[src/bus_front_regs.vh]
// Constants for the local bus front-end: status codes, status bit positions, decode layout
`ifndef BUS_FRONT_REGS_VH
`define BUS_FRONT_REGS_VH

`define ST_INTA      3'h0
`define ST_IO_RD     3'h1
`define ST_IO_WR     3'h2
`define ST_HALT      3'h3
`define ST_FETCH     3'h4
`define ST_MEM_RD    3'h5
`define ST_MEM_WR    3'h6
`define ST_PASSIVE   3'h7
`define ST_MEM_BIT   2
`define ST_DIR_BIT   1

`define ADDR_W       20
`define BLK_W        10
`define UPPER_BASE_RST 10'h3fc
`define LOWER_TOP_RST  10'h003
`define MID_BASE_RST   10'h080
`define MID_SIZE_RST   10'h008
`define MID_SEL_LSB  0

`endif

[src/bus_status_hold.v]
// Bus cycle status, hold/grant handshake and chip select front-end
`timescale 1ns/1ps
`include "bus_front_regs.vh"
// How it works
// - Status code per bus cycle type
// - Idle bus after a cycle shows passive code 111
// - Top bit memory, middle bit direction
// - Status floats while bus granted
// - High one clock at reset, then float
// - Request may be asynchronous to clock
// - Grant only at last bus state or in idle
// - Float bus with grant same cycle
// - Request low drops the grant
// - Drive bus again for next cycle
// - Upper select for top block
// - Lower select for bottom block
// - One of four mid selects
// - Selects stay driven during grant
// - Select ranges set by software
module bus_status_hold (
  // Clock and reset
  input  wire                  sys_clk,
  input  wire                  rst_n,
  input  wire                  clkEn,
  // Core cycle request
  input  wire                  cycleReq,
  input  wire [2:0]            cycleType,
  input  wire [`ADDR_W-1:0]    cycleAddr,
  output reg                   cycleDone_q,
  // Range setup from software
  input  wire                  rangeWrEn,
  input  wire [1:0]            rangeSel,
  input  wire [`BLK_W-1:0]     rangeData,
  // Other master
  input  wire                  busRequest,
  output reg                   bus_grant_out,
  // Status pins
  output reg                   bus_status_bit0,
  output reg                   bus_status_bit1,
  output reg                   bus_status_bit2,
  output reg                   statusOe,
  output reg                   transfer_direction,
  output reg                   busCtrlOe,
  // Memory selects
  output wire                  upper_mem_select_n,
  output wire                  lower_mem_select_n,
  output wire [3:0]            mid_mem_select_n
);
  // ----------------------------------------
  // Bus states, one-hot
  // ----------------------------------------
  localparam [4:0] S_IDLE   = 5'h01;
  localparam [4:0] S_FIRST  = 5'h02;
  localparam [4:0] S_SECOND = 5'h04;
  localparam [4:0] S_THIRD  = 5'h08;
  localparam [4:0] S_LAST   = 5'h10;

  reg [4:0]          state_q;
  reg [2:0]          type_q;
  reg [`ADDR_W-1:0]  addr_q;
  reg                rstHigh_q;
  reg [2:0]          reqSync_q;
  reg                reqSeen_q;
  reg [`BLK_W-1:0]   upperBase_q;
  reg [`BLK_W-1:0]   lowerTop_q;
  reg [`BLK_W-1:0]   midBase_q;
  reg [`BLK_W-1:0]   midSize_q;

  // ----------------------------------------
  // Request synchroniser
  // ----------------------------------------
  // Three stages; a change is taken once stages two and three agree
  always @(posedge sys_clk) begin
    if (!rst_n) begin
      reqSync_q <= 3'h0;
      reqSeen_q <= 1'b0;
    end else if (clkEn) begin
      reqSync_q <= {reqSync_q[1:0], busRequest};
      if (reqSync_q[1] == reqSync_q[2]) begin
        reqSeen_q <= reqSync_q[2];
      end
    end
  end

  // ----------------------------------------
  // Range registers
  // ----------------------------------------
  always @(posedge sys_clk) begin
    if (!rst_n) begin
      upperBase_q <= `UPPER_BASE_RST;
      lowerTop_q  <= `LOWER_TOP_RST;
      midBase_q   <= `MID_BASE_RST;
      midSize_q   <= `MID_SIZE_RST;
    end else if (clkEn && rangeWrEn) begin
      // Reset map stays usable until software rewrites a range
      case (rangeSel)
        2'd0: upperBase_q <= rangeData;
        2'd1: lowerTop_q  <= rangeData;
        2'd2: midBase_q   <= rangeData;
        default: midSize_q <= rangeData;
      endcase
    end
  end

  // ----------------------------------------
  // Grant and start qualifiers
  // ----------------------------------------
  // Grant may only start where a cycle ends or before the next one commits
  wire cycleEnd  = (state_q == S_LAST);
  wire grantSlot = (state_q == S_IDLE) || cycleEnd;
  wire takeGrant = reqSeen_q && !bus_grant_out && grantSlot;
  wire startOk   = cycleReq && !reqSeen_q && !bus_grant_out;

  // ----------------------------------------
  // Bus cycle sequencer
  // ----------------------------------------
  // A pending grant outranks a waiting core cycle
  always @(posedge sys_clk) begin
    if (!rst_n) begin
      state_q            <= S_IDLE;
      type_q             <= `ST_PASSIVE;
      addr_q             <= {`ADDR_W{1'b0}};
      rstHigh_q          <= 1'b1;
      cycleDone_q        <= 1'b0;
      bus_grant_out      <= 1'b0;
      bus_status_bit0    <= 1'b1;
      bus_status_bit1    <= 1'b1;
      bus_status_bit2    <= 1'b1;
      statusOe           <= 1'b1;
      transfer_direction <= 1'b0;
      busCtrlOe          <= 1'b0;
    end else if (clkEn) begin
      cycleDone_q <= 1'b0;
      rstHigh_q   <= 1'b0;
      // Status held high for the first clock after reset, then floated
      if (rstHigh_q) begin
        statusOe <= 1'b0;
      end
      if (takeGrant) begin
        bus_grant_out <= 1'b1;
        busCtrlOe     <= 1'b0;
        statusOe      <= 1'b0;
        state_q       <= S_IDLE;
        type_q        <= `ST_PASSIVE;
        // A cycle cut off at its last state still reports completion
        if (cycleEnd) begin
          cycleDone_q <= 1'b1;
        end
      end else if (bus_grant_out) begin
        // Grant stays up until the settled request reads low
        if (!reqSeen_q) begin
          bus_grant_out <= 1'b0;
        end
      end else begin
        case (state_q)
          S_IDLE: begin
            if (startOk) begin
              state_q  <= S_FIRST;
              type_q   <= cycleType;
              addr_q   <= cycleAddr;
              statusOe <= 1'b1;
              busCtrlOe <= 1'b1;
              {bus_status_bit2, bus_status_bit1, bus_status_bit0} <= cycleType;
              transfer_direction <= cycleType[`ST_DIR_BIT];
            end
          end
          S_FIRST: begin
            // Code shown for one state only, passive from then on
            state_q <= S_SECOND;
            {bus_status_bit2, bus_status_bit1, bus_status_bit0} <= `ST_PASSIVE;
          end
          S_SECOND: begin
            state_q <= S_THIRD;
          end
          S_THIRD: begin
            state_q <= S_LAST;
          end
          S_LAST: begin
            cycleDone_q <= 1'b1;
            type_q      <= `ST_PASSIVE;
            if (startOk) begin
              state_q  <= S_FIRST;
              type_q   <= cycleType;
              addr_q   <= cycleAddr;
              statusOe  <= 1'b1;
              busCtrlOe <= 1'b1;
              {bus_status_bit2, bus_status_bit1, bus_status_bit0} <= cycleType;
              transfer_direction <= cycleType[`ST_DIR_BIT];
            end else begin
              state_q <= S_IDLE;
            end
          end
          default: begin
            state_q <= S_IDLE;
          end
        endcase
      end
    end
  end

  // ----------------------------------------
  // Memory selects, never floated
  // ----------------------------------------
  // Selects follow the latched cycle and are idled, not floated, on a grant
  wire memRef = (type_q[`ST_MEM_BIT] == 1'b1) && (type_q != `ST_PASSIVE);

  mem_select_decode u_decode (
    .sys_clk     (sys_clk),
    .rst_n       (rst_n),
    .clkEn       (clkEn),
    .memRef      (memRef),
    .addr        (addr_q),
    .upperBase   (upperBase_q),
    .lowerTop    (lowerTop_q),
    .midBase     (midBase_q),
    .midSize     (midSize_q),
    .upperSelN_q (upper_mem_select_n),
    .lowerSelN_q (lower_mem_select_n),
    .midSelN_q   (mid_mem_select_n)
  );
endmodule

[src/mem_select_decode.v]
// Registered memory select decode for upper, lower and mid-range blocks
`timescale 1ns/1ps
`include "bus_front_regs.vh"
module mem_select_decode (
  // Clock and reset
  input  wire                  sys_clk,
  input  wire                  rst_n,
  input  wire                  clkEn,
  // Reference
  input  wire                  memRef,
  input  wire [`ADDR_W-1:0]    addr,
  // Range setup, 1K granules
  input  wire [`BLK_W-1:0]     upperBase,
  input  wire [`BLK_W-1:0]     lowerTop,
  input  wire [`BLK_W-1:0]     midBase,
  input  wire [`BLK_W-1:0]     midSize,
  // Selects
  output reg                   upperSelN_q,
  output reg                   lowerSelN_q,
  output reg  [3:0]            midSelN_q
);
  wire [`BLK_W-1:0] blk = addr[`ADDR_W-1:`ADDR_W-`BLK_W];
  wire [`BLK_W-1:0] midOff = blk - midBase;
  wire              inMid = memRef && (blk >= midBase) && (midOff < midSize);
  wire [1:0]        quarter;
  wire [`BLK_W+1:0] offX4 = {midOff, 2'b00};
  wire [3:0]        quarterHot = 4'h1 << quarter;

  // Quarter of mid region: offset*4 compared against size
  assign quarter = (offX4 >= {midSize, 1'b0} + {2'b00, midSize}) ? 2'd3 :
                   (offX4 >= {1'b0, midSize, 1'b0}) ? 2'd2 :
                   (offX4 >= {2'b00, midSize}) ? 2'd1 : 2'd0;

  genvar i;
  generate
    for (i = 0; i < 4; i = i + 1) begin : g_mid
      always @(posedge sys_clk) begin
        if (!rst_n) begin
          midSelN_q[i] <= 1'b1;
        end else if (clkEn) begin
          midSelN_q[i] <= !(inMid && quarterHot[i]);
        end
      end
    end
  endgenerate

  always @(posedge sys_clk) begin
    if (!rst_n) begin
      upperSelN_q <= 1'b1;
      lowerSelN_q <= 1'b1;
    end else if (clkEn) begin
      upperSelN_q <= !(memRef && blk >= upperBase);
      lowerSelN_q <= !(memRef && blk <= lowerTop);
    end
  end
endmodule
[config.mk]
export PLATFORM = sky130hd
export DESIGN_NAME = bus_status_hold
export DESIGN_NICKNAME = d
export VERILOG_FILES = /design/src/bus_status_hold.v /design/src/mem_select_decode.v
export VERILOG_INCLUDE_DIRS = /design/src /design/src/src
export SDC_FILE = /design/constraint.sdc
export NUM_CORES = 1
export LEC_CHECK = 0
export BUFFER_PORTS_ARGS = -buffer_cell sky130_fd_sc_hd__clkbuf_2
export CORE_MARGIN = 3
export CORE_UTILIZATION = 40
export CTS_CLUSTER_SIZE = 12
export DETAILED_ROUTE_END_ITERATION = 8
export PLACE_DENSITY = 0.67
export SKIP_CTS_REPAIR_TIMING = 1
export SYNTH_ARGS = -nofsm -noshare
export SYNTH_HDL_FRONTEND = slang
export SYNTH_SLANG_ARGS = --single-unit
[constraint.sdc]
create_clock -name sys_clk -period 3.9 [get_ports sys_clk]
set_clock_uncertainty 0.2 [all_clocks]
set_input_delay 0.39 -clock sys_clk [delete_from_list [all_inputs] [get_ports sys_clk]]
set_output_delay 0.39 -clock sys_clk [all_outputs]
set_load 0.05 [all_outputs]
==> results of run 1 <==
## cells in the mapped netlist (all sizes together), types with 4 or more instances
master,n,share of area (%)
a211oi,8,1.2
a21o,14,2.1
a21oi,62,6.3
a31oi,5,0.63
and2,4,0.50
clkbuf,18,1.4
dfxtp,77,31
ha,75,19
inv,52,3.9
mux2i,14,2.8
nand2,98,7.4
nand2b,4,0.50
nand3,12,1.2
nand4,9,1.1
nor2,50,3.8
nor2b,5,0.63
nor3,8,0.80
nor4,4,0.80
o211ai,15,2.3
o21a,5,0.75
o21ai,29,2.9
or3,4,0.50
xnor2,10,1.8
## cell usage in the layout (no fill, tap or decap), types with 2 or more instances in the layout
cell type | Yosys | layout
a2111oi_0 | 3 | 2
a211oi_1 | 8 | 7
a21o_1 | 14 | 14
a21oi_1 | 61 | 58
a21oi_2 | 1 | 4
a31oi_1 | 5 | 5
and2_1 | 4 | 4
and4_1 | 2 | 2
buf_4 | 1 | 6
clkbuf_1 | 18 | 2
clkbuf_16 | 0 | 9
clkbuf_2 | 0 | 44
clkbuf_8 | 0 | 2
dfxtp_1 | 77 | 76
ha_1 | 75 | 75
inv_1 | 52 | 51
mux2i_1 | 14 | 14
nand2_1 | 98 | 98
nand2b_1 | 4 | 4
nand3_1 | 12 | 12
nand4_1 | 9 | 9
nor2_1 | 50 | 50
nor2b_1 | 5 | 5
nor3_1 | 8 | 8
nor4_1 | 3 | 3
nor4bb_1 | 2 | 2
o2111ai_1 | 2 | 2
o211ai_1 | 15 | 15
o21a_1 | 5 | 5
o21ai_0 | 27 | 27
o21ai_1 | 2 | 2
o21bai_1 | 3 | 3
or3_1 | 4 | 4
xnor2_1 | 10 | 9
xor2_1 | 3 | 3
## where the power goes
part | total, W | internal [W] | leakage, nW | switching (W)
Combinational | 0.000512 | 0.000212 | 1.73 | 0.000301
Sequential | 0.000837 | 0.000813 | 0.627 | 0.0000240
Clock | 0.000848 | 0.000531 | 0.150 | 0.000317
## area by class of cell
| class | count | area share (%) |
|---|---|---|
| clock buffer | 13 | 4.52 |
| sequential | 77 | 26.8 |
| multi-input combinational | 471 | 56.2 |
| timing repair buffer | 50 | 4.61 |
| inverter | 53 | 3.46 |
| clock inverter | 3 | 0.761 |
| tap | 168 | 3.65 |
## worst paths after layout
kind                startpoint                    end  slack [ns]  depth (start not counted)
setup / recovery    addr_q[10]  u_decode.midSelN_q[2]        0.26                         13
hold / removal      busRequest           reqSync_q[0]        0.09                          3
setup reg to reg    addr_q[10]  u_decode.midSelN_q[2]        0.26                         13
hold reg to reg   midBase_q[9]           midBase_q[9]        0.25                          2
## worst reg2reg max path: stages (launching register included)
cell	delay (ns)
dfxtp_1	0.32
inv_2	0.09
ha_1	0.16
inv_1	0.05
fa_1	0.39
nand3_1	0.14
a21oi_1	0.11
nor4_1	0.60
nor2_1	0.19
ha_1	0.34
and4_1	0.18
o21ai_0	0.11
or4bb_1	0.52
a21oi_1	0.16
## metal layers
| metal | vias up | part of all wire, % |
|---|---|---|
| met5 | - | 0 |
| met4 | 0 | 1.9 |
| met3 | 16 | 4.3 |
| met2 | 79 | 48 |
| met1 | 2049 | 46 |
| li1 | 2270 | - |
## flip-flops by register name (all words and copies together), names as in the netlist
register / cells
u_decode.midSelN_q: 4
bus_status_bit1: 1
busCtrlOe: 1
rstHigh_q: 1
lowerTop_q: 10
reqSeen_q: 1
type_q: 3
transfer_direction: 1
midSize_q: 10
state_q: 5
reqSync_q: 3
cycleDone_q: 1
bus_status_bit2: 1
statusOe: 1
u_decode.upperSelN_q: 1
bus_status_bit0: 1
addr_q: 10
midBase_q: 10
bus_grant_out: 1
u_decode.lowerSelN_q: 1
upperBase_q: 10
## stage by stage
stage	instances	hold WS [ns]
2_1_floorplan	621	0.225
3_3_place_gp	819	0.237
3_5_place_dp	819	0.243
4_1_cts	835	0.0853
5_1_grt	835	0.115
6_report	835	0.0942
## logic make-up (layout without fill, tap and decap cells)
| kind of cell | Yosys count | in the layout | synth area share, % |
|---|---|---|---|
| muxes | 14 | 14 | 2.80 |
| DFF | 77 | 77 | 30.8 |
| adders and majority gates | 77 | 77 | 19.6 |
| xor gates and xnor gates | 13 | 13 | 2.28 |
| AOI/OAI and AO/OA | 159 | 159 | 19.9 |
| and+or+nand+nor | 208 | 208 | 19.1 |
| buffers and inverters | 73 | 119 | 5.55 |
==> out/metrics.cfg, run 1 <==
[status]
status = finished, final reports clean

[min_path]
holdCritPathClass = in -> reg

[place]
port_buffers = 44
dp_hpwl_microns = 9520
gp_congestion = 0.917
dpl-instance-area_sq_um = 5400
place_ws_ns = -0.00971

[drt]
drtIter0Drc = 254
route.detailed.drc = 0
vias = 4414
dr.pass1.iters = 4
wire_per_inst_microns = 14.7
totalWireLength_microns = 12300
postRouteAntennaNets = 0
viasPerCell = 5.29

[grt]
grtUsageMet3_pct = 2.98
overflow = 0
grt_start_max_net_pins = 52
grt_util_met2_pct = 31.0
grt_pass1_vias = 4461
grt.met1_usage_pct = 23.3
antenna_found_initial = 0
grt_use_total_pct = 18.2
grt-busiest-layer = met2
grt_pass1_wl_microns = 21000

[floorplanning]
rows = 40
start_util_pct = 41.3
coreArea_sq_um = 12100
fp.dieArea_sq_um = 13900
die_x_microns = 118
ios = 55
fp.dieH_microns = 118

[synthesis]
synthCells = 621
synth_nets = 739
synth_ff_type = dfxtp_1
ys_seq_elements = 77
ys.warnings.count = 0
seq_area_frac_synth_pct = 30.8
synth_edf_count = 0
mappedNetlistArea_sq_um = 5000
async_flop_share_pct = 0
yosysUniqueCellTypes = 55
syn_area_per_cell_sq_um = 8.06

[finish]
finalInstanceArea_sq_um = 5750
diodes = 0
drive_gt1_share_pct = 11.8
layout.area.seq_sq_um = 1540
multi_input_area_sq_um = 3230
area_growth_pct = 15.0
fillers = 1220
fin_util_pct = 47.5
nets = 780

[worst_setup_path]
crit_chain = inv_2 -> ha_1 -> inv_1 -> fa_1 -> nand3_1 -> a21oi_1 -> nor4_1 -> nor2_1 -> ha_1 -> and4_1 -> o21ai_0 -> or4bb_1 -> a21oi_1
crit_path_max_incr_delay_ns = 0.60
cp-start-kind = flop
worst_path_dominant_cell_family = simple AND/OR/NAND/NOR gates
crit_path_end_kind = flop
path_max_fanout = 4
worst_ep_arrival_time_ns = 3.70
crit_required_ns = 3.96
critPathKind = reg -> reg
critPathBufInv = 2
slowest_stage = nor4_1

[power_and_ir_drop]
power.density_nw_per_um2 = 382
leakage_nw = 2.51
power_w = 0.00220
vdd_drop_max_mv = 0.242

[timing]
setup_viol = 0
fin_ws_ns = 0.261
slew_headroom_pct = 19.9
finalSetupTns_ns = 0
fmax_mhz = 275
period_needed_ns = 3.64
hold_viol = 0
drv_slew = 0
rsz0062_at_grt = false
tightestPinTransition_ns = 1.17
fin_crit_sh_pct = 93.3

[clock_network]
root_buffer = clkbuf_16
cts_sinks = 77
clock_latency_ns = 0.34
cts_inserted_buffers = 9
path_clk_slew_ns = 0.06
clockBufferDepth = 2
cts_tree = built
htreeDepth = 3

[job]
cap_violations = 0

(Power assumes the default switching activity.)
==> run 2, diff against run 1 <==
--- a/config.mk
+++ b/config.mk
@@ -7,11 +7,13 @@
 export NUM_CORES = 1
 export LEC_CHECK = 0
 export BUFFER_PORTS_ARGS = -buffer_cell sky130_fd_sc_hd__clkbuf_2
+export CELL_PAD_IN_SITES_DETAIL_PLACEMENT = 2
+export CELL_PAD_IN_SITES_GLOBAL_PLACEMENT = 2
 export CORE_MARGIN = 3
-export CORE_UTILIZATION = 40
+export CORE_UTILIZATION = 35
 export CTS_CLUSTER_SIZE = 12
 export DETAILED_ROUTE_END_ITERATION = 8
-export PLACE_DENSITY = 0.67
+export PLACE_DENSITY = 0.89
 export SKIP_CTS_REPAIR_TIMING = 1
 export SYNTH_ARGS = -nofsm -noshare
 export SYNTH_HDL_FRONTEND = slang
==> run 2 against run 1 <==
Setup slack got worse by 0.11 ns. Critical path depth unchanged. Sequential share of layout area down 0.22 points. Cell count is 1.8% higher. Critical endpoint is now u_decode.midSelN_q[1]. Non-clock buffer count grew 4. Global-route usage is 7.3 points higher.
==> out/metrics.cfg, run 2 (synthesis results as in run 1) <==
[status]
status = finished, final reports clean  ; unchanged

[clock_network]
root_buffer = clkbuf_16  ; unchanged
cts_tree = built  ; unchanged
clockBufferDepth = 2  ; unchanged
cts_sinks = 77  ; unchanged
clock_latency_ns = 0.35  ; was 0.34 ns
path_clk_slew_ns = 0.06  ; about the same
cts_inserted_buffers = 9  ; unchanged
htreeDepth = 3  ; unchanged

[finish]
area_growth_pct = 15.9  ; was 15.0%
mostFrequentLayoutCell = nand2_1  ; unchanged
final_cell_mix = 98 x nand2_1, 76 x dfxtp_1, 74 x ha_1  ; was 98 x nand2_1, 76 x dfxtp_1, 75 x ha_1
nets = 784  ; was 780
drive_gt1_share_pct = 13.4  ; was 11.8%
fillers = 1545  ; was 1220
diodes = 0  ; unchanged

[timing]
hold_viol = 0  ; unchanged
finalSetupTns_ns = 0  ; unchanged
drv_slew = 0  ; unchanged
slew_headroom_pct = 7.76  ; was 19.9%
setup_viol = 0  ; unchanged
fin_crit_sh_pct = 96.2  ; was 93.3%
tightestPinTransition_ns = 1.35  ; was 1.17 ns
fmax_mhz = 267  ; was 275 MHz
period_needed_ns = 3.75  ; was 3.64 ns

[grt]
grt_start_max_net_pins = 52  ; unchanged
grt_pass1_wl_microns = 31900  ; was 21000 microns
grt_use_total_pct = 25.6  ; was 18.2%
overflow = 0  ; unchanged
antenna_found_initial = 0  ; unchanged
grt_pass1_vias = 5762  ; was 4461

[power_and_ir_drop]
power_w = 0.00224  ; was 0.00220 W
power.density_nw_per_um2 = 387  ; was 382 nW/um^2
vdd_drop_max_mv = 0.303  ; was 0.242 mV
leakage_nw = 2.52  ; was 2.51 nW

[floorplanning]
fp.dieH_microns = 126  ; was 118 microns
fp.dieArea_sq_um = 15800  ; was 13900 sq um
rows = 43  ; was 40
coreArea_sq_um = 13900  ; was 12100 sq um
ios = 55  ; unchanged
die_x_microns = 126  ; was 118 microns
start_util_pct = 35.9  ; was 41.3%

[job]
cap_violations = 0  ; unchanged

[drt]
route.detailed.drc = 0  ; unchanged
totalWireLength_microns = 20200  ; was 12300 microns
viasPerCell = 5.79  ; was 5.29
wire_per_inst_microns = 23.8  ; was 14.7 microns
postRouteAntennaNets = 0  ; unchanged
dr.pass1.iters = 4  ; unchanged
vias = 4925  ; was 4414
drtIter0Drc = 238  ; was 254

[place]
port_buffers = 44  ; unchanged
dp_hpwl_microns = 12800  ; was 9520 microns
gp_congestion = 0.884  ; was 0.917

[worst_setup_path]
critPathKind = reg -> reg  ; unchanged
crit_required_ns = 3.91  ; was 3.96 ns
path_max_fanout = 5  ; was 4
worst_ep_arrival_time_ns = 3.76  ; was 3.70 ns
cp-start-kind = flop  ; unchanged
crit_path_end_kind = flop  ; unchanged

[min_path]
holdCritPathClass = in -> reg  ; unchanged

==> run 2: cell count changes in the layout (fill, tap and decap cells not counted), moves of 2 or more <==
cell | previous run | this run
clkinv_2 | 1 | 3
buf_4 | 6 | 10
a21oi_1 | 58 | 56
a21oi_2 | 4 | 6
==> run 2: cell type report <==
| type | count | area, sq um | share of cell area [%] |
|---|---|---|---|
| multi-input combinational | 471 | 3270 | 56.4 |
| clock inverter | 4 | 23.8 | 0.410 |
| clock buffer | 11 | 243 | 4.19 |
| inverter | 53 | 199 | 3.43 |
| tap | 180 | 225 | 3.88 |
| timing repair buffer | 54 | 295 | 5.09 |
| sequential | 77 | 1540 | 26.6 |
==> run 2: routing by layer <==
metal	up-vias	global-route usage (%)	wire length, microns
met5	-	0	0
met4	0	10.0	706
met3	51	3.50	706
met2	129	48.4	10700
met1	2475	28.6	8120
li1	2270	-	-
==> run 2: power by group <==
part	internal [W]	switching (W)	total [W]
registers	0.000813	0.0000280	0.000841
logic	0.000231	0.000371	0.000602
clock network	0.000445	0.000357	0.000801
==> run 2: final timing paths <==
check                                   start               endpoint  slack (ns)  cells past startpoint
worst max-delay path               addr_q[11]  u_decode.midSelN_q[1]        0.15                     13
worst min-delay path            cycleAddr[13]             addr_q[13]         0.1                      3
worst max register to register     addr_q[11]  u_decode.midSelN_q[1]        0.15                     13
worst min register to register  lowerTop_q[4]          lowerTop_q[4]        0.27                      2
==> run 2: worst max-delay path, stage by stage, from the launching register on <==
cell and delay (ns):
dfxtp_1 0.47, ha_1 0.30, nor2b_1 0.16, o211ai_1 0.35, a31oi_2 0.20, o21a_1 0.22
nor2_1 0.16, xnor2_1 0.21, buf_4 0.19, ha_1 0.23, and4_1 0.17, o21ai_0 0.13
nor4bb_1 0.49, a31oi_1 0.15
==> run 2: stage by stage <==
step / setup WS, ns / util, % / area, sq um / instances / hold slack [ns]
5_1_grt: -0.0286 / 41.6 / 5800 / 850 / 0.123
3_5_place_dp: -0.198 / 39.0 / 5430 / 833 / 0.245
3_3_place_gp: 0.0913 / 39.0 / 5430 / 833 / 0.238
2_1_floorplan: 0.352 / - / 5000 / 621 / 0.225
4_1_cts: -0.234 / 40.9 / 5700 / 848 / 0.0944
6_report: 0.150 / 41.6 / 5800 / 850 / 0.0977
==> run 3, diff against run 2 <==
--- a/config.mk
+++ b/config.mk
@@ -6,6 +6,7 @@
 export SDC_FILE = /design/constraint.sdc
 export NUM_CORES = 1
 export LEC_CHECK = 0
+export ABC_AREA = 1
 export BUFFER_PORTS_ARGS = -buffer_cell sky130_fd_sc_hd__clkbuf_2
 export CELL_PAD_IN_SITES_DETAIL_PLACEMENT = 2
 export CELL_PAD_IN_SITES_GLOBAL_PLACEMENT = 2
@@ -13,7 +14,7 @@
 export CORE_UTILIZATION = 35
 export CTS_CLUSTER_SIZE = 12
 export DETAILED_ROUTE_END_ITERATION = 8
-export PLACE_DENSITY = 0.89
+export PLACE_DENSITY = 0.9
 export SKIP_CTS_REPAIR_TIMING = 1
 export SYNTH_ARGS = -nofsm -noshare
 export SYNTH_HDL_FRONTEND = slang
==> run 3 against run 2 <==
Routed wire length rose by 4.7%. Global-route usage grew 1.4 points. Via count increased by 4.6%. Combinational power rose by 89%. Design area is 1.5% higher. Highest routed layer unchanged. Critical endpoint is now u_decode.midSelN_q[0]. Clock power grew 12%. Hold slack worse by 0.014 ns.
==> out/metrics.cfg, run 3 <==
[floorplanning]
coreArea_sq_um = 14200  ; was 13900 sq um
die_x_microns = 128  ; was 126 microns
fp.dieArea_sq_um = 16300  ; was 15800 sq um
fp.dieH_microns = 128  ; was 126 microns
start_util_pct = 36.5  ; was 35.9%
rows = 43  ; unchanged
ios = 55  ; unchanged

[power_and_ir_drop]
clkPwrFrac_pct = 30.5  ; was 35.7%
power.density_nw_per_um2 = 497  ; was 387 nW/um^2
leakage_nw = 2.74  ; was 2.52 nW
vdd_drop_max_mv = 0.380  ; was 0.303 mV
switching_power_w = 0.00117  ; was 0.000756 W
pwr-share-comb_pct = 38.9  ; was 26.8%
power.internal_w = 0.00175  ; was 0.00149 W
switching_share_pct = 40.0  ; was 33.7%
seqPwrFrac_pct = 30.5  ; was 37.5%
power_w = 0.00293  ; was 0.00224 W

[worst_setup_path]
cpMostUsedCell = nand2_1  ; was ha_1
slowest_stage = ha_1  ; was nor4bb_1
path_max_fanout = 6  ; was 5
crit_chain = ha_1 -> nand2_1 -> o21ai_1 -> a21oi_1 -> xnor2_1 -> ha_1 -> a21oi_1 -> o21ai_0 -> nand2_1 -> o2111ai_1 -> nor2_1 -> nand4_1 -> o21bai_1 -> nand2_1  ; was ha_1 -> nor2b_1 -> o211ai_1 -> a31oi_2 -> o21a_1 -> nor2_1 -> xnor2_1 -> buf_4 -> ha_1 -> and4_1 -> o21ai_0 -> nor4bb_1 -> a31oi_1
crit_path_max_incr_delay_ns = 0.45  ; was 0.49 ns
crit_required_ns = 3.93  ; was 3.91 ns
crit_path_end_kind = flop  ; unchanged
worst_ep_arrival_time_ns = 3.69  ; was 3.76 ns
critPathKind = reg -> reg  ; unchanged
cp-start-kind = flop  ; unchanged

[synthesis]
ys.warnings.count = 0  ; unchanged
yosysUniqueCellTypes = 47  ; was 55
yosys.area.top_type = dfxtp_1  ; unchanged
synth_nets = 806  ; was 739
yosys-top-cells-area = dfxtp_1 30%, ha_1 18%, nand2_1 8.3%  ; was dfxtp_1 31%, ha_1 19%, nand2_1 7.4%
synth_edf_count = 0  ; unchanged
seq_area_frac_synth_pct = 29.7  ; was 30.8%
synthTopCellsByCount = 115 x nand2_1, 95 x inv_1, 84 x a21oi_1  ; was 98 x nand2_1, 77 x dfxtp_1, 75 x ha_1
mappedNetlistArea_sq_um = 5190  ; was 5000 sq um
synth.most_common_cell = nand2_1  ; unchanged
async_flop_share_pct = 0  ; unchanged
yosysTopAreaCellShare_pct = 29.7  ; was 30.8%
synthCells = 688  ; was 621
ys_seq_elements = 77  ; unchanged
syn_area_per_cell_sq_um = 7.55  ; was 8.06 sq um
synth_ff_type = dfxtp_1  ; unchanged

[place]
dp.cells = 900  ; was 833
dpl-instance-area_sq_um = 5590  ; was 5430 sq um
port_buffers = 44  ; unchanged
gp_congestion = 0.890  ; was 0.884
dp_hpwl_microns = 14100  ; was 12800 microns

[timing]
fmax_mhz = 273  ; was 267 MHz
setup_viol = 0  ; unchanged
rsz0062_at_grt = false
drv_slew = 0  ; unchanged
hold_viol = 0  ; unchanged
period_needed_ns = 3.66  ; was 3.75 ns
finalSetupTns_ns = 0  ; unchanged
worst_hold_slack_ns = 0.0834  ; was 0.0977 ns
fin_crit_sh_pct = 93.8  ; was 96.2%
tightestPinTransition_ns = 0.719  ; was 1.35 ns
slew_headroom_pct = 51.8  ; was 7.76%

[grt]
grt_pass1_wl_microns = 34000  ; was 31900 microns
overflow = 0  ; unchanged
grt_pass1_vias = 6011  ; was 5762
grt_start_max_net_pins = 60  ; was 52
antenna_found_initial = 0  ; unchanged
grt_use_total_pct = 26.9  ; was 25.6%

[finish]
diodes = 0  ; unchanged
area_growth_pct = 13.4  ; was 15.9%
nets = 849  ; was 784
finalInstanceArea_sq_um = 5890  ; was 5800 sq um
final_cell_mix = 115 x nand2_1, 95 x inv_1, 84 x a21oi_1  ; was 98 x nand2_1, 76 x dfxtp_1, 74 x ha_1
drive_gt1_share_pct = 13.1  ; was 13.4%
fin_cells = 915  ; was 850
mostFrequentLayoutCell = nand2_1  ; unchanged

[clock_network]
root_buffer = clkbuf_16  ; unchanged
htreeDepth = 3  ; unchanged
clockBufferDepth = 2  ; unchanged
cts_tree = built  ; unchanged
clock_latency_ns = 0.35  ; about the same
cts_inserted_buffers = 9  ; unchanged
path_clk_slew_ns = 0.06  ; about the same
cts_sinks = 77  ; unchanged

[drt]
wl_met1_microns = 8420  ; was 8120 microns
postRouteAntennaNets = 0  ; unchanged
viasPerCell = 5.63  ; was 5.79
wl_met3_microns = 546  ; was 706 microns
dr.pass1.iters = 4  ; unchanged
dr_wl_met2_microns = 10900  ; was 10700 microns
route.detailed.drc = 0  ; unchanged
wire_per_inst_microns = 23.2  ; was 23.8 microns
drtIter0Drc = 211  ; was 238
vias = 5153  ; was 4925
totalWireLength_microns = 21200  ; was 20200 microns
highest_layer = met4  ; unchanged

[min_path]
holdCritPathClass = in -> reg  ; unchanged

[job]
cap_violations = 0  ; unchanged

[status]
status = finished, final reports clean  ; unchanged

-- run 3: changes by cell type in the layout (fill, tap and decap cells not counted), sizes merged, moves of 5 or more --
cell | previous run | this run
inv | 53 | 105
o21ai | 29 | 63
a21oi | 62 | 93
nand2 | 98 | 121
nand3 | 12 | 27
mux2i | 14 | 0
a21o | 14 | 3
nor2 | 50 | 40
buf | 10 | 3
a211oi | 8 | 2
nor2b | 5 | 0
-- run 3: logic make-up after synthesis --
group / synth area share (%)
buffers and inverters: 9.09
XOR/XNOR: 2.19
AO/OA/AOI/OAI: 21.1
adder cells (fa/ha/maj): 18.8
AND/OR/NAND/NOR: 19.1
flip-flops: 29.7
-- run 3: cell type report --
class,instances,area (sq um)
Inverter,105,399
Tap cell,180,225
Clock buffer,12,256
Multi-Input combinational cell,491,3180
Fill cell,1641,8320
Sequential cell,77,1540
Timing Repair Buffer,47,243
Clock inverter,3,43.8
-- run 3: critical path: cells and delay by family, from the launching register on --
kind | cells | cell delay, ns
AOI/OAI and AO/OA | 6 | 1.04
adders and majority gates | 2 | 0.79
and+or+nand+nor | 5 | 0.71
xor gates and xnor gates | 1 | 0.42
DFF | 1 | 0.37
-- run 3: path summary, 6_finish.rpt --
kind | from | end | slack (ns) | cells past startpoint
max | addr_q[13] | u_decode.midSelN_q[0] | 0.24 | 14
min | busRequest | reqSync_q[0] | 0.08 | 3
max reg2reg | addr_q[13] | u_decode.midSelN_q[0] | 0.24 | 14
min reg2reg | midBase_q[4] | midBase_q[4] | 0.28 | 2
-- run 3: metal layers --
layer / up-vias / track usage [%]
met5: - / 0
met4: 0 / 16.5
met2: 125 / 48.9
met3: 74 / 3.67
met1: 2536 / 29.5
li1: 2418 / -
-- run 3: metrics by stage --
stage | util [%] | worst slack [ns]
after floorplan | - | 1.03
after global placement | 39.3 | 0.695
after detailed placement | 39.3 | 0.474
after CTS | 41.4 | 0.295
after global routing | 41.4 | 0.0247
final | 41.4 | 0.243
-- run 3: power groups by stage --
stage,logic [W],registers [W],clock network [W]
floorplan,0.000725,0.000925,0
global placement,0.000955,0.000896,0
finish,0.00114,0.000893,0.000894
CTS,0.00114,0.000892,0.000897
detailed placement,0.00108,0.000905,0
global route,0.00129,0.000897,0.000923
